===== config.mk =====
export PLATFORM = sky130hd
export DESIGN_NAME = timer_core
export DESIGN_NICKNAME = d
export VERILOG_FILES = /design/src/logic/timer_pkg.sv /design/src/logic/count_clock_select.sv /design/src/logic/pin_edge_sync.sv /design/src/logic/timer_core.sv
export SDC_FILE = /design/constraint.sdc
export NUM_CORES = 1
export LEC_CHECK = 0
export ABC_AREA = 1
export BUFFER_PORTS_ARGS = -buffer_cell sky130_fd_sc_hd__buf_2
export CAP_MARGIN = 10
export CORE_AREA = 2 2 138 140
export CTS_CLUSTER_DIAMETER = 120
export CTS_CLUSTER_SIZE = 20
export DETAILED_ROUTE_END_ITERATION = 8
export DIE_AREA = 0 0 140 142
export PLACE_DENSITY_LB_ADDON = 0.25
export SETUP_SLACK_MARGIN = 0.2
export SKIP_CTS_REPAIR_TIMING = 1
export SYNTH_ARGS = -nofsm -noshare
export SYNTH_HDL_FRONTEND = slang
export SYNTH_HIERARCHICAL = 1
export SYNTH_SLANG_ARGS = --single-unit

===== constraint.sdc =====
create_clock -name clk -period 3.39 [get_ports clk]
set_input_delay 0.678 -clock clk [delete_from_list [all_inputs] [get_ports clk]]
set_output_delay 0.678 -clock clk [all_outputs]
set_load 0.05 [all_outputs]

===== src/logic/timer_pkg.sv =====
// Shared constants for the timer module: register map, field positions,
// reset values and encodings of clock, mode and edge selections.
// Assumes a 32-bit APB register bus with byte addresses.
package timer_pkg;

  // Register byte offsets on the APB bus.
  localparam logic [7:0] ctrl_zero_addr = 8'h00;
  localparam logic [7:0] ctrl_one_addr = 8'h04;
  localparam logic [7:0] ctrl_two_addr = 8'h08;
  localparam logic [7:0] count_low_addr = 8'h0C;
  localparam logic [7:0] count_high_addr = 8'h10;
  localparam logic [7:0] cmp_a_low_addr = 8'h14;
  localparam logic [7:0] cmp_a_high_addr = 8'h18;
  localparam logic [7:0] cmp_b_low_addr = 8'h1C;
  localparam logic [7:0] cmp_b_high_addr = 8'h20;
  localparam logic [7:0] status_addr = 8'h24;
  localparam logic [7:0] mask_addr = 8'h28;

  // Control zero fields.
  localparam int pause_bit = 7;
  localparam int clk_sel_lsb = 4;
  localparam int on_bit = 3;
  localparam int ccrp_lsb = 0;

  // Control one fields.
  localparam int mode_lsb = 6;
  localparam int io_a_lsb = 4;
  localparam int init_level_bit = 3;
  localparam int polarity_bit = 2;
  localparam int cclr_bit = 0;

  // Control two fields.
  localparam int io_b_lsb = 4;
  localparam int single_pulse_bit = 1;
  localparam int pin_enable_bit = 0;

  // Status and mask bit positions.
  localparam int flag_a_bit = 0;
  localparam int flag_p_bit = 1;
  localparam int flag_b_bit = 2;

  localparam logic [7:0] ctrl_reset = 8'h00;
  localparam logic [2:0] flags_reset = 3'h0;
  localparam logic [15:0] count_reset = 16'h0000;
  localparam logic [5:0] prescale_reset = 6'h00;

  // Counter widths of the variants.
  localparam logic [15:0] mask_ten = 16'h03FF;
  localparam logic [15:0] mask_sixteen = 16'hFFFF;
  localparam int shift_ten = 7;
  localparam int shift_sixteen = 13;

  // Clock select codes.
  typedef enum logic [2:0] {
    clk_sys_div4 = 3'h0,
    clk_sys = 3'h1,
    clk_high_div16 = 3'h2,
    clk_high_div64 = 3'h3,
    clk_time_base = 3'h4,
    clk_reserved = 3'h5,
    clk_ext_rise = 3'h6,
    clk_ext_fall = 3'h7
  } clk_sel_t;

  // Operating modes.
  typedef enum logic [1:0] {
    mode_compare = 2'h0,
    mode_capture = 2'h1,
    mode_pwm = 2'h2,
    mode_timer = 2'h3
  } mode_t;

  // Edge and pin action codes of the two-bit io fields.
  localparam logic [1:0] io_rise = 2'h0;
  localparam logic [1:0] io_fall = 2'h1;
  localparam logic [1:0] io_both = 2'h2;
  localparam logic [1:0] act_none = 2'h0;
  localparam logic [1:0] act_low = 2'h1;
  localparam logic [1:0] act_high = 2'h2;
  localparam logic [1:0] act_toggle = 2'h3;

  // Prescaler tap positions.
  localparam int div4_tap = 1;
  localparam int div16_tap = 3;
  localparam int div64_tap = 5;

endpackage


===== src/logic/count_clock_select.sv =====
// Count pulse source for the timer counter: system clock ratios, the
// internal high clock, the time-base tick or an external pin edge.
// Assumes the internal high clock equals clk and tbc_tick is a
// one-cycle pulse on clk.
`timescale 1ns/1ps

module count_clock_select (
  input wire logic clk,
  input wire logic rst_n,
  input wire timer_pkg::clk_sel_t sel,
  input wire logic tbc_tick,
  input wire logic ext_rise,
  input wire logic ext_fall,
  output logic tick
);
  import timer_pkg::*;

  logic [5:0] divider;
  logic [5:0] next_divider;

  // --------------------------------------------------------------
  // Free-running divider
  // --------------------------------------------------------------

  // A tap fires when all bits below and at it are set.
  function automatic logic tap_full(input logic [5:0] d, input int tap);
    logic ok;
    ok = 1'b1;
    for (int i = 0; i <= tap; i++) begin
      ok = ok & d[i];
    end
    return ok;
  endfunction

  always_comb begin
    next_divider = divider + 6'h01;
  end

  always_ff @(posedge clk or negedge rst_n) begin
    if (!rst_n) begin
      divider <= prescale_reset;
    end else begin
      divider <= next_divider;
    end
  end

  // The reserved code yields no pulses so the counter holds.
  always_comb begin
    case (sel)
      clk_sys_div4: tick = tap_full(divider, div4_tap);
      clk_sys: tick = 1'b1;
      clk_high_div16: tick = tap_full(divider, div16_tap);
      clk_high_div64: tick = tap_full(divider, div64_tap);
      clk_time_base: tick = tbc_tick;
      clk_reserved: tick = 1'b0;
      clk_ext_rise: tick = ext_rise;
      clk_ext_fall: tick = ext_fall;
      default: tick = 1'b0;
    endcase
  end

endmodule


===== src/logic/pin_edge_sync.sv =====
// Two-flop synchroniser and edge detector for one external timer pin.
// Assumes the pin is asynchronous to clk and stays at a level for at
// least two clock periods between edges.
`timescale 1ns/1ps

module pin_edge_sync (
  input wire logic clk,
  input wire logic rst_n,
  input wire logic pin,
  output logic rise,
  output logic fall
);

  logic meta;
  logic stable;
  logic last;
  logic next_meta;
  logic next_stable;
  logic next_last;

  // --------------------------------------------------------------
  // Synchroniser
  // --------------------------------------------------------------

  // The first flop feeds only the second; edges come from later flops.
  always_comb begin
    next_meta = pin;
    next_stable = meta;
    next_last = stable;
  end

  always_ff @(posedge clk or negedge rst_n) begin
    if (!rst_n) begin
      meta <= 1'b0;
      stable <= 1'b0;
      last <= 1'b0;
    end else begin
      meta <= next_meta;
      stable <= next_stable;
      last <= next_last;
    end
  end

  // One pulse per settled edge.
  assign rise = stable & ~last;
  assign fall = ~stable & last;

endmodule


===== src/logic/timer_core.sv =====
// Timer module core: counter, comparators A, B and P, capture inputs,
// output pin actions, PWM, single pulse and the byte-buffered APB
// register file with sticky interrupt flags.
// Assumes an APB master on clk and asynchronous external timer pins.
//
// The implementer's own choices: the APB interface to the registers and the register offsets.
`timescale 1ns/1ps

module timer_core #(
  parameter logic is_standard = 1'b0
) (
  input wire logic clk,
  input wire logic rst_n,
  input wire logic psel,
  input wire logic penable,
  input wire logic pwrite,
  input wire logic [7:0] paddr,
  input wire logic [31:0] pwdata,
  output logic [31:0] prdata,
  output logic pready,
  output logic pslverr,
  input wire logic tbc_tick,
  input wire logic external_clock_pin,
  input wire logic capture_input_pin,
  input wire logic enhanced_capture_input_b,
  output logic timer_out,
  output logic timer_out_en,
  output logic irq
);
  import timer_pkg::*;

  // --------------------------------------------------------------
  // State
  // --------------------------------------------------------------

  logic [7:0] timer_control_zero;
  logic [7:0] enhanced_control_one;
  logic [7:0] enhanced_control_two;
  logic [15:0] count;
  logic [15:0] compare_value_a;
  logic [15:0] compare_value_b;
  logic [7:0] byte_buffer;
  logic [2:0] status;
  logic [2:0] mask;
  logic out_level;
  logic on_last;
  logic [7:0] next_control_zero;
  logic [7:0] next_control_one;
  logic [7:0] next_control_two;
  logic [15:0] next_count;
  logic [15:0] next_compare_a;
  logic [15:0] next_compare_b;
  logic [7:0] next_buffer;
  logic [2:0] next_status;
  logic [2:0] next_mask;
  logic next_out_level;
  logic next_on_last;
  logic [31:0] next_prdata;

  logic ck_rise;
  logic ck_fall;
  logic cap_a_rise;
  logic cap_a_fall;
  logic cap_b_rise;
  logic cap_b_fall;
  logic tick;
  logic run;
  logic wr_done;
  logic rd_done;
  logic mapped;
  logic [15:0] width_mask;
  logic [15:0] p_target;
  logic match_a;
  logic match_b;
  logic match_p;
  logic cap_a;
  logic cap_b;
  logic trigger;
  logic [2:0] events;
  mode_t mode;

  // --------------------------------------------------------------
  // Pins and count clock
  // --------------------------------------------------------------

  // Every pin is synchronised before its edges are used.
  pin_edge_sync clock_sync (
    .clk(clk),
    .rst_n(rst_n),
    .pin(external_clock_pin),
    .rise(ck_rise),
    .fall(ck_fall)
  );

  pin_edge_sync cap_a_sync (
    .clk(clk),
    .rst_n(rst_n),
    .pin(capture_input_pin),
    .rise(cap_a_rise),
    .fall(cap_a_fall)
  );

  pin_edge_sync cap_b_sync (
    .clk(clk),
    .rst_n(rst_n),
    .pin(enhanced_capture_input_b),
    .rise(cap_b_rise),
    .fall(cap_b_fall)
  );

  count_clock_select clock_pick (
    .clk(clk),
    .rst_n(rst_n),
    .sel(clk_sel_t'(timer_control_zero[clk_sel_lsb +: 3])),
    .tbc_tick(tbc_tick),
    .ext_rise(ck_rise),
    .ext_fall(ck_fall),
    .tick(tick)
  );

  // --------------------------------------------------------------
  // Decoding helpers
  // --------------------------------------------------------------

  // True when the pin edges match the selected active transition.
  function automatic logic edge_hit(input logic [1:0] io, input logic r,
                                    input logic f);
    case (io)
      io_rise: return r;
      io_fall: return f;
      io_both: return r | f;
      default: return 1'b0;
    endcase
  endfunction

  // Output level after a compare match action.
  function automatic logic pin_action(input logic [1:0] act, input logic lvl);
    case (act)
      act_low: return 1'b0;
      act_high: return 1'b1;
      act_toggle: return ~lvl;
      default: return lvl;
    endcase
  endfunction

  // --------------------------------------------------------------
  // Comparators and events
  // --------------------------------------------------------------

  // Counter width and period comparator depend on the variant.
  assign width_mask = is_standard ? mask_sixteen : mask_ten;
  assign mode = mode_t'(enhanced_control_one[mode_lsb +: 2]);
  assign run = timer_control_zero[on_bit] & ~timer_control_zero[pause_bit];

  // Period value zero lets the counter reach its maximum.
  always_comb begin
    if (timer_control_zero[ccrp_lsb +: 3] == 3'h0) begin
      p_target = width_mask;
    end else if (is_standard) begin
      p_target = {timer_control_zero[ccrp_lsb +: 3], 13'h0000};
    end else begin
      p_target = {6'h00, timer_control_zero[ccrp_lsb +: 3], 7'h00};
    end
  end

  // A match is taken on the count pulse that finds the values equal.
  assign match_a = run & tick & (count == compare_value_a);
  assign match_p = run & tick & (count == p_target);
  assign match_b = run & tick & (count == compare_value_b) & ~is_standard;
  assign cap_a = (mode == mode_capture) & timer_control_zero[on_bit]
    & edge_hit(enhanced_control_one[io_a_lsb +: 2], cap_a_rise, cap_a_fall);
  assign cap_b = (mode == mode_capture) & timer_control_zero[on_bit] & ~is_standard
    & edge_hit(enhanced_control_two[io_b_lsb +: 2], cap_b_rise, cap_b_fall);
  assign trigger = enhanced_control_two[single_pulse_bit] & (mode == mode_compare)
    & edge_hit(enhanced_control_one[io_a_lsb +: 2], ck_rise, ck_fall);

  // Event sources of the three flags.
  always_comb begin
    events = 3'h0;
    events[flag_a_bit] = match_a | cap_a;
    events[flag_p_bit] = match_p;
    events[flag_b_bit] = match_b | cap_b;
  end

  // --------------------------------------------------------------
  // APB decode
  // --------------------------------------------------------------

  always_comb begin
    case (paddr)
      ctrl_zero_addr, ctrl_one_addr, ctrl_two_addr, count_low_addr,
      count_high_addr, cmp_a_low_addr, cmp_a_high_addr, cmp_b_low_addr,
      cmp_b_high_addr, status_addr, mask_addr: mapped = 1'b1;
      default: mapped = 1'b0;
    endcase
  end

  assign pready = 1'b1;
  assign pslverr = psel & penable & ~mapped;
  assign wr_done = psel & penable & pwrite & mapped;
  assign rd_done = psel & ~penable & ~pwrite & mapped;

  // Read data is prepared in the setup phase; low bytes come from the buffer.
  always_comb begin
    next_prdata = prdata;
    if (psel && !penable && !pwrite) begin
      case (paddr)
        ctrl_zero_addr: next_prdata = {24'h000000, timer_control_zero};
        ctrl_one_addr: next_prdata = {24'h000000, enhanced_control_one};
        ctrl_two_addr: next_prdata = {24'h000000, enhanced_control_two};
        count_low_addr, cmp_a_low_addr,
        cmp_b_low_addr: next_prdata = {24'h000000, byte_buffer};
        count_high_addr: next_prdata = {24'h000000, count[15:8]};
        cmp_a_high_addr: next_prdata = {24'h000000, compare_value_a[15:8]};
        cmp_b_high_addr: next_prdata = {24'h000000, compare_value_b[15:8]};
        status_addr: next_prdata = {29'h00000000, status};
        mask_addr: next_prdata = {29'h00000000, mask};
        default: next_prdata = 32'h00000000;
      endcase
    end
  end

  // --------------------------------------------------------------
  // Registers, counter and output pin
  // --------------------------------------------------------------

  always_comb begin
    next_control_zero = timer_control_zero;
    next_control_one = enhanced_control_one;
    next_control_two = enhanced_control_two;
    next_compare_a = compare_value_a;
    next_compare_b = compare_value_b;
    next_buffer = byte_buffer;
    next_mask = mask;
    next_count = count;
    next_out_level = out_level;
    next_on_last = timer_control_zero[on_bit];
    // Byte-buffered writes: low goes to the buffer, high commits both.
    if (wr_done) begin
      case (paddr)
        ctrl_zero_addr: next_control_zero = pwdata[7:0];
        ctrl_one_addr: next_control_one = pwdata[7:0];
        ctrl_two_addr: next_control_two = pwdata[7:0];
        cmp_a_low_addr, cmp_b_low_addr: next_buffer = pwdata[7:0];
        cmp_a_high_addr: next_compare_a = {pwdata[7:0], byte_buffer} & width_mask;
        cmp_b_high_addr: next_compare_b = {pwdata[7:0], byte_buffer} & width_mask;
        mask_addr: next_mask = pwdata[2:0];
        default: next_mask = mask;
      endcase
    end
    // A high-byte read setup latches the low byte with the high byte.
    if (rd_done) begin
      case (paddr)
        count_high_addr: next_buffer = count[7:0];
        cmp_a_high_addr: next_buffer = compare_value_a[7:0];
        cmp_b_high_addr: next_buffer = compare_value_b[7:0];
        default: next_buffer = next_buffer;
      endcase
    end
    // Captured counts go to the compare registers.
    if (cap_a) begin
      next_compare_a = count;
    end
    if (cap_b) begin
      next_compare_b = count;
    end
    // Counting, clearing on the selected comparator, wrapping at full width.
    if (timer_control_zero[on_bit] && !on_last) begin
      next_count = count_reset;
      next_out_level = enhanced_control_one[init_level_bit];
    end else if (trigger) begin
      next_count = count_reset;
      next_out_level = ~enhanced_control_one[init_level_bit];
      next_control_zero[on_bit] = 1'b1;
      next_on_last = 1'b1; // A hardware start is not a software on edge.
    end else if (run && tick) begin
      if ((enhanced_control_one[cclr_bit] && match_a) ||
          (!enhanced_control_one[cclr_bit] && match_p)) begin
        next_count = count_reset;
      end else begin
        next_count = (count + 16'h0001) & width_mask;
      end
      if (mode == mode_compare && match_a) begin
        next_out_level = pin_action(enhanced_control_one[io_a_lsb +: 2], out_level);
        if (enhanced_control_two[single_pulse_bit]) begin
          next_out_level = enhanced_control_one[init_level_bit];
          next_control_zero[on_bit] = 1'b0;
        end
      end
    end
    // Hardware set wins over a software clear in the same cycle.
    next_status = status | events;
    if (wr_done && paddr == status_addr) begin
      next_status = (status & ~pwdata[2:0]) | events;
    end
  end

  always_ff @(posedge clk or negedge rst_n) begin
    if (!rst_n) begin
      timer_control_zero <= ctrl_reset;
      enhanced_control_one <= ctrl_reset;
      enhanced_control_two <= ctrl_reset;
      compare_value_a <= count_reset;
      compare_value_b <= count_reset;
      count <= count_reset;
      byte_buffer <= ctrl_reset;
      status <= flags_reset;
      mask <= flags_reset;
      out_level <= 1'b0;
      on_last <= 1'b0;
      prdata <= 32'h00000000;
    end else begin
      timer_control_zero <= next_control_zero;
      enhanced_control_one <= next_control_one;
      enhanced_control_two <= next_control_two;
      compare_value_a <= next_compare_a;
      compare_value_b <= next_compare_b;
      count <= next_count;
      byte_buffer <= next_buffer;
      status <= next_status;
      mask <= next_mask;
      out_level <= next_out_level;
      on_last <= next_on_last;
      prdata <= next_prdata;
    end
  end

  // --------------------------------------------------------------
  // Outputs
  // --------------------------------------------------------------

  // PWM shares the compare output pin; active while below duty value.
  always_comb begin
    if (mode == mode_pwm) begin
      timer_out = ((count < compare_value_a) & timer_control_zero[on_bit])
        ^ enhanced_control_one[polarity_bit];
    end else begin
      timer_out = out_level ^ enhanced_control_one[polarity_bit];
    end
  end

  // The pin is driven only once software selects the timer function.
  assign timer_out_en = enhanced_control_two[pin_enable_bit];
  assign irq = |(status & mask);

endmodule


Word level (Yosys, flattened, before mapping) --
Cells that the tools add are included.
Storage, ports and cells: memories kept 0, logic and storage cells 181, input port bits 49, register bits after elaboration 135, output and inout bits 37, memory bits (read-only) 0, bits in writable memories 0, latch bits 0
Cells by class: magnitude comparators 1, add/sub/neg operators 2, $mul 0, reduce and logical (&&, ||, !) cells 37, eq/ne operators 27, divide/modulo/power cells 0, bitwise gates (word level) 53, shift operators 0, muxes and demuxes 38
Operators by type and width (count):
- two-way mux 16 bit | 9
- one-hot mux 8 bit (9 select lines) | 1
- == test 16 bit | 2
- == test 8 x 5 -> 1 bit (second input constant) | 4
- bitwise AND 1 bit | 29
- == test 8 x 6 -> 1 bit (second input constant) | 3
- two-way mux 8 bit | 3
- one-hot mux 8 bit (3 select lines) | 1
- two-way mux 10 bit | 2
- == test 16 x 10 -> 1 bit | 1
- == test 8 x 4 -> 1 bit (second input constant) | 2
- less-than comparator 16 bit | 1
- two-way mux 1 bit | 14
- == test 3 bit (second input constant) | 4
- inverter 1 bit | 12
- one-hot mux 1 bit (3 select lines) | 4
- AND reduction 2 bit | 6
- OR reduction 11 bit | 1
- adder 10 x 1 -> 10 bit (second input constant) | 1
- == test 2 bit (second input constant) | 4
- == test 8 x 3 -> 1 bit (second input constant) | 1
- logical AND 1 bit | 8
- logical NOT 8 bit | 1
- two-way mux 4 bit | 2
- 21 further kinds | 42

Longest topological paths before layout --
Gate-level depths: netlist (run 1).
depth in word-level cells 14, mapped depth 17, mapped depth without buffers 17

Modules after synthesis --
The synthesis (run 1) kept the hierarchy.
Modules (own cells, without submodules):
- timer_core | sequential area each 1951.9 um^2, times used 1, cells each 710, area an instance 5192.5 um^2
- count_clock_select | sequential area each 150.1 um^2, times used 1, cells each 41, area an instance 322.8 um^2
- pin_edge_sync | sequential area each 75.1 um^2, times used 3, cells each 7, area an instance 90.1 um^2

Least setup slack after synthesis (run 1) --
No wires, ideal clock.
path type in2out, start input port paddr[4], end output port pslverr, setup slack 597 ps, cell stages on the path 9, path buffers 1, arrival time 2115 ps, required time 2712 ps, path through inv_1 -> nand2_1 -> nor2_4 -> nand2_2 -> nand2_1 -> nor2_2 -> nand3_4 -> buf_4 -> nor2_1
On the way: word-level cells in the longest chain between the ends 5, elaborated cells on any way between the ends 15, classes of those cells 10 x eq/ne; 1 x mux; 2 x bitwise; 2 x reduce/logical
RTL lines:
- start, declared | RTL line timer_core.sv:17 | input wire logic [7:0] paddr,
- == test 8 x 6 -> 1 bit, or another cell as far along | RTL line timer_core.sv:190 | case (paddr)
- OR reduction 11 bit (*) | RTL line timer_core.sv:190
- two-way mux 1 bit (*) | RTL line timer_core.sv:190
- inverter 1 bit (*) | RTL line timer_core.sv:199 | assign pslverr = psel & penable & ~mapped;
- bitwise AND 1 bit (*) | RTL line timer_core.sv:199
- end, declared | RTL line timer_core.sv:21 | output logic pslverr,
Every way passes the cells marked *; elsewhere a longest branch is shown, timed or not.

Final worst setup path (run 1) --
start register count[0], end output port timer_out
On the way: word-level cells in the longest chain between the ends 4
RTL lines:
- start, declared | RTL line timer_core.sv:39 | logic [15:0] count;
- start signal, assigned | RTL line timer_core.sv:305 | count <= count_reset;
- start signal, assigned | RTL line timer_core.sv:318 | count <= next_count;
- less-than comparator 16 bit | RTL line timer_core.sv:335 | timer_out = ((count < compare_value_a) & timer_control_zero[on_bit])
- bitwise AND 1 bit | RTL line timer_core.sv:335
- XOR 1 bit | RTL line timer_core.sv:336 | ^ enhanced_control_one[polarity_bit];
- two-way mux 1 bit | RTL line timer_core.sv:334 | if (mode == mode_pwm) begin
- end, declared | RTL line timer_core.sv:26 | output logic timer_out,
No other way between the ends.

==> results of run 1 <==
where the power goes:
part / internal [mW] / leakage (nW) / total [mW] / switching (mW)
combinational: 0.144 / 1.87 / 0.467 / 0.323
sequential: 1.16 / 1.22 / 1.24 / 0.0795
clock: 0.511 / 0.127 / 0.953 / 0.441
kinds of logic after synthesis:
| kind of cell | after synthesis |
|---|---|
| AND/OR/NAND/NOR | 394 |
| buffers and inverters | 131 |
| AO/OA/AOI/OAI | 118 |
| flip-flops | 93 |
| XOR/XNOR | 21 |
| adder cells (fa/ha/maj) | 13 |
| other | 2 |
cells in the final DEF, fill, tap and decap left out, drive strengths merged:
| cell type | Yosys | final |
|---|---|---|
| a2111oi | 1 | 1 |
| a21oi | 15 | 15 |
| a22o | 1 | 1 |
| and2b | 1 | 1 |
| and3 | 1 | 1 |
| buf | 36 | 42 |
| clkbuf | 7 | 12 |
| clkinv | 0 | 2 |
| clkinvlp | 0 | 2 |
| conb | 2 | 25 |
| dfrtp | 93 | 93 |
| ha | 13 | 13 |
| inv | 88 | 88 |
| nand2 | 256 | 256 |
| nand3 | 58 | 58 |
| nand4 | 11 | 11 |
| nor2 | 57 | 57 |
| nor3 | 8 | 8 |
| nor4 | 1 | 1 |
| o2111ai | 8 | 8 |
| o211ai | 2 | 2 |
| o21ai | 85 | 85 |
| o21bai | 1 | 1 |
| o221ai | 1 | 1 |
| o22ai | 3 | 3 |
| o2bb2ai | 1 | 1 |
| or2 | 1 | 1 |
| xnor2 | 8 | 8 |
| xor2 | 13 | 13 |
routing by layer:
| metal | global-route usage | up-vias | wire (um) |
|---|---|---|---|
| met5 | 0 | - | 0 |
| met4 | 0.05423 | 0 | 281 |
| met3 | 0.03096 | 19 | 561 |
| met2 | 0.2626 | 99 | 7281 |
| met1 | 0.2232 | 2304 | 7597 |
| li1 | - | 2502 | - |
final timing paths:
kind | from | endpoint | slack (ps)
max | count[0]$_DFFE_PN0P_ | timer_out | 410
min | rst_n | clock_pick/divider[3]$_DFF_PN0_ | 330
max reg2reg | clock_pick/divider[0]$_DFF_PN0_ | count[6]$_DFFE_PN0P_ | 920
min reg2reg | clock_sync/meta$_DFF_PN0_ | clock_sync/next_last$_DFF_PN0_ | 350
max in group asynchronous | rst_n | compare_value_b[1]$_DFFE_PN0P_ | 2360
min in group clk | clock_sync/meta$_DFF_PN0_ | clock_sync/next_last$_DFF_PN0_ | 350
worst max-delay path, delay by kind of cell, from the launching register on:
family                     cells  cell delay (ps)
AOI/OAI and AO/OA              2              290
adders and majority gates      1              220
and+or+nand+nor                6              530
DFF                            1              450
buffers and inverters          3              460
flip-flops by register name (all words and copies together), names as in the netlist, 3 cells and up:
signal / count
prdata: 8
count: 10
enhanced_control_one: 8
compare_value_a: 10
mask: 3
byte_buffer: 8
timer_control_zero: 8
enhanced_control_two: 8
clock_pick/divider: 6
compare_value_b: 10
status: 3
final cells by class:
cell class | instances | share of cell area
inverter | 88 | 0.05245
clock inverter | 4 | 0.003914
sequential | 93 | 0.3640
multi-input combinational | 571 | 0.4568
tap | 234 | 0.04579
clock buffer | 11 | 0.03796
timing repair buffer | 43 | 0.03914
==> flow_summary.yaml, run 1 <==
cells_and_area:
  finish.utilization: 0.3464
  stdcell_area_um2: 6394
  fin_nets: 868
  diodes: 0
  final_cells: 1044
  layout-drive-gt1-share: 0.1383
  register_area_um2: 2327
  multiInputGateArea_um2: 2920
  fillers: 1975
  area_growth_pct: 10.51
global_route:
  grt_antenna_before_repair: 0
  grt_max_degree: 52
  grt-ovfl-total: 0
  grt_pass1_wl_um: 25190
  grt_usage: 0.1635
  grt_pass1_vias: 4593
critical_path:
  crit_slowest_cell: "dfrtp_1"
  path_class: "register to primary output"
  cp-start-kind: "register"
  path_cells: "inv_1, ha_1, inv_1, a21oi_1, o21ai_1, nand2_1, nand3_1, nand3_1, nand2_1, nand3_1, nand2_1, clkbuf_4"
  worst_ep_required_time_ps: 2710
  crit_arrival_ps: 2310
  crit_path_end_kind: "primary output"
  worst_path_largest_cell_delay_ps: 450
  reg2reg_depth: 16
  crit_fanout: 6
synth:
  synth.distinct_cells: 44
  synth.top_cells.by_area: "dfrtp_1, nand2_1, inv_1"
  syn-cell-area_um2: 5786
  ys_ff_latch: 93
  synth_compound_area_frac: 0.1205
  yosys.area_share.adder: 0.02811
  yosys_warnings: 6
  synthMuxAreaShare: 0
  synth_async_sr_flop_share: 1.000
  synth_simple_gate_area_frac: 0.3082
  synth_xor_area_frac: 0.03179
  synth_top_area_cell: "dfrtp_1"
  postSynthCellCount: 772
  syn_avg_cell_area_um2: 7.494
  synth_top_family_by_area: "simple AND/OR/NAND/NOR gates"
  synth_flop_cell: "dfrtp_1"
  synth_seq_area_share: 0.4022
  synth_common_cells: "nand2_1, dfrtp_1, inv_1"
  yosysTopAreaCellShare: 0.4022
  synth_most_common_cell: "nand2_1"
  synth_edf_count: 0
floorplan:
  rows: 50
  io_pins: 86
  die_width_um: 140
  die-area_um2: 19880
  die_h_um: 142
  coreArea_um2: 18460
  start_util: 0.3135
timing:
  slew_viol_final: 0
  holdWs_ps: 331.5
  slew_headroom: 0.4486
  rsz0062_at_grt: "false"
  hold_viol: 0
  finClkSkew_ps: 9.949
  clock.fmax_ghz: 0.3352
  setup_violations: 0
  fin_crit_sh: 0.8800
  tns_ps: 0
  fin_crit_ps: 2983
  finalWorstSetupSlack_ps: 406.9
  worstMarginPinSlew_ps: 825.1
detailed_routing:
  ant_nets: 0
  wire_per_inst_um: 15.06
  drc: 8
  via_per_inst: 4.716
  first_iter_violations: 362
  vias: 4924
  drt_wl_total_um: 15720
  drtPass1Iterations: 7
placed_design:
  place_congestion: 0.8547
  placed_cells: 1029
  dp_slack_ps: 700.6
  dp_hpwl_um: 11820
  dpl_cell_area_um2: 6123
  port_buffers: 36
hold_path:
  hold_path.class: "input pin to async pin"
power_and_ir_drop:
  leakagePower_nw: 3.216
  irDropWorstVdd_uv: 222.2
  p_total_mw: 2.656
  powerDensity_nw_per_um2: 415.5
cts:
  clockBufferDepth: 2
  cts_tree: "done"
  cts_root_buf: "clkbuf_16"
  clock_sinks: 93
  cts_made_buffers: 9
  clock_latency_ps: 350
  clk_pin_slew_worst_paths_ps: 70
  cts-htree-levels: 3
status:
  violations: "design-rule violations"
  status: "complete, but fails checks"
run:
  cap_violations: 0
Note: power is estimated with default switching activity, not from simulation.
==> run 2, diff against run 1 <==
- CORE_AREA: 2 2 138 140 -> 2 2 140 142
- DIE_AREA: 0 0 140 142 -> 0 0 142 144
- SYNTH_HIERARCHICAL: 1 -> default
==> flow_summary.yaml, run 2 <==
power_and_ir_drop:
  powerDensity_nw_per_um2: 428.9
  clockPowerShare: 0.390
  p_switching_uw: 926.6
  combPwrFrac: 0.177
  pwr-share-seq: 0.433
  p_int_mw: 1.895
  leakagePower_nw: 3.464
  irDropWorstVdd_uv: 216.4
  p_total_mw: 2.822
  power.share.switching: 0.3284
critical_path:
  worst_path_largest_cell_delay_ps: 480
  worst_ep_required_time_ps: 2710
  crit_path_end_kind: "primary output"
  worst-path-stages: 12
  crit_fanout: 6
  cp_num_buf_inv: 3
  reg2reg_slack_ps: 1020
  cp_common_cell: "nand2_1"
  path_delay_family: "buffers and inverters"
  reg2reg_depth: 11
  cp-start-kind: "register"
  path_cells: "inv_1, ha_1, inv_1, a21oi_1, o21ai_0, nand3b_1, nand2_1, nand2_1, nand2_1, nand3_1, nand2_1, buf_2"
  critPathLaunch: "count[0]$_DFFE_PN0P_"
  crit_arrival_ps: 2290
  path_class: "register to primary output"
  endpoint: "timer_out"
  crit_slowest_cell: "dfrtp_1"
  rr_startpoint: "count[0]$_DFFE_PN0P_"
  r2r_end: "count[2]$_DFFE_PN0P_"
cts:
  cts_tree: "done"
  cts-htree-levels: 3
  cts_made_buffers: 9
  cts_root_buf: "clkbuf_16"
  clock_sinks: 93
  clk_pin_slew_worst_paths_ps: 80
  clock_latency_ps: 360
  clockBufferDepth: 2
cells_and_area:
  layout-drive-gt1-share: 0.1371
  final_cell_mix: "nand2_1, inv_1, dfrtp_1"
  reg_top3: "compare_value_a: 10 flops, compare_value_b: 10 flops, count: 10 flops"
  fin_nets: 887
  area_growth_pct: 11.07
  final_common_cell: "nand2_1"
  finish.utilization: 0.3448
  diodes: 0
synth:
  yosysTopAreaCellShare: 0.3929
  synth_common_cells: "nand2_1, dfrtp_1, inv_1"
  syn_avg_cell_area_um2: 7.555
  synth_most_common_cell: "nand2_1"
  yosys_warnings: 0
  synth_top_area_cell: "dfrtp_1"
  postSynthCellCount: 784
  synth_flop_cell: "dfrtp_1"
  ys_ff_latch: 93
  synth.top_cells.by_area: "dfrtp_1, nand2_1, inv_1"
  synth_async_sr_flop_share: 1.000
  syn-cell-area_um2: 5923
  synth_edf_count: 0
  synth.distinct_cells: 44
  synth_seq_area_share: 0.3929
global_route:
  grtUsageMet1: 0.2396
  grt_usage: 0.1718
  grt-ovfl-total: 0
  grt_pass1_vias: 4925
  met2_usage: 0.2759
  grt_max_degree: 79
  grt_antenna_before_repair: 0
  grt.busiest_layer: "met2"
  grt_pass1_wl_um: 26910
  grt_use_met3: 0.02781
timing:
  finClkSkew_ps: 10.22
  fin_crit_ps: 2971
  slew_headroom: 0.3112
  clock.fmax_ghz: 0.3366
  tns_ps: 0
  rsz0062_at_grt: "false"
  slew_viol_final: 0
  setup_violations: 0
  fin_crit_sh: 0.8764
  worstMarginPinSlew_ps: 1031
  hold_viol: 0
placed_design:
  place_congestion: 0.9159
  port_buffers: 36
  dp_hpwl_um: 12550
status:
  status: "completed"
detailed_routing:
  drc: 0
  vias: 5090
  ant_nets: 0
  via_per_inst: 4.793
  first_iter_violations: 358
  wire_per_inst_um: 15.61
  drt_wl_total_um: 16580
  drtPass1Iterations: 5
floorplan:
  die-area_um2: 20450
  coreArea_um2: 19080
  io_pins: 86
  die_width_um: 142
  die_h_um: 144
  start_util: 0.3104
  rows: 51
hold_path:
  hold_path.class: "register to register"
run:
  cap_violations: 0
==> run 2: cell types whose count changed in the layout (fill, tap and decap cells not counted), sizes merged, moves of 5 or more <==
cell     previous run  this run
nand3b              0         5
xor2               13         8
nor2               57        48
nand2             256       269
ha                 13        19
inv                88       104
o22ai               3        15
o2111ai             8         3
nand4              11        19
o21ai              85        71
==> run 2: area by class of cell <==
cell class	count	area, um^2
Inverter	100	385.4
Sequential cell	93	2327
Timing Repair Buffer	41	220.2
Clock inverter	7	88.84
Fill cell	2050	12500
Clock buffer	9	225.2
Multi-Input combinational cell	574	3034
Tap cell	238	297.8
==> run 2: logic make-up after synthesis <==
kind of cell,count (synthesis),share of synthesized area
xor gates and xnor gates,14,0.02070
buffers and inverters,140,0.1094
DFF,93,0.3929
and+or+nand+nor,406,0.3192
AOI/OAI and AO/OA,110,0.1164
adders and majority gates,19,0.04014
other,2,0.001268
==> run 2: worst min path at each step <==
stage | start | end | slack (ps) | cells after the start
finish | cap_a_sync.meta$_DFF_PN0_ | cap_a_sync.next_last$_DFF_PN0_ | 350 | 0
global route | cap_a_sync.meta$_DFF_PN0_ | cap_a_sync.next_last$_DFF_PN0_ | 370 | 0
CTS | cap_a_sync.meta$_DFF_PN0_ | cap_a_sync.next_last$_DFF_PN0_ | 350 | 0
detailed placement | cap_a_sync.meta$_DFF_PN0_ | cap_a_sync.next_last$_DFF_PN0_ | 340 | 0
global placement | cap_a_sync.meta$_DFF_PN0_ | cap_a_sync.next_last$_DFF_PN0_ | 330 | 0
floorplan | cap_a_sync.meta$_DFF_PN0_ | cap_a_sync.next_last$_DFF_PN0_ | 330 | 0
==> run 2: worst register-to-register path, cell delays in order (launching register included) <==
cell and delay [ps]:
dfrtp_1 480, inv_1 200, ha_1 330, nand2_1 50, nor2_1 80, nand2_1 60, nor2_1 210, nand4_1 270
nor2_1 160, nor2_1 120, nand2_1 200, nor2_1 80
==> run 2: power groups by stage <==
stage	clock network, mW	registers [mW]	logic [mW]
2_1_floorplan	0	1.23	0.362
3_3_place_gp	0	1.24	0.501
3_5_place_dp	0	1.24	0.501
4_1_cts	1.12	1.22	0.504
5_1_grt	1.17	1.23	0.569
6_report	1.10	1.22	0.499
==> run 2: routing by layer <==
layer / part of all wire / up-vias
li1: - / 2557
met1: 0.48 / 2395
met2: 0.45 / 120
met3: 0.050 / 18
met4: 0.015 / 0
met5: 0 / -
==> run 2: per-stage QoR <==
stage                     cells  hold slack, ps  worst slack (ps)  instance area [um^2]
after CTS                  1062           354.6             424.4                  6579
after floorplan             807           331.2             615.8                  6010
after global placement     1046           332.9             732.7                  6265
after detailed placement   1046           336.5             730.8                  6265
final                      1062           351.2             419.0                  6579
after global routing       1062           374.6             205.9                  6579
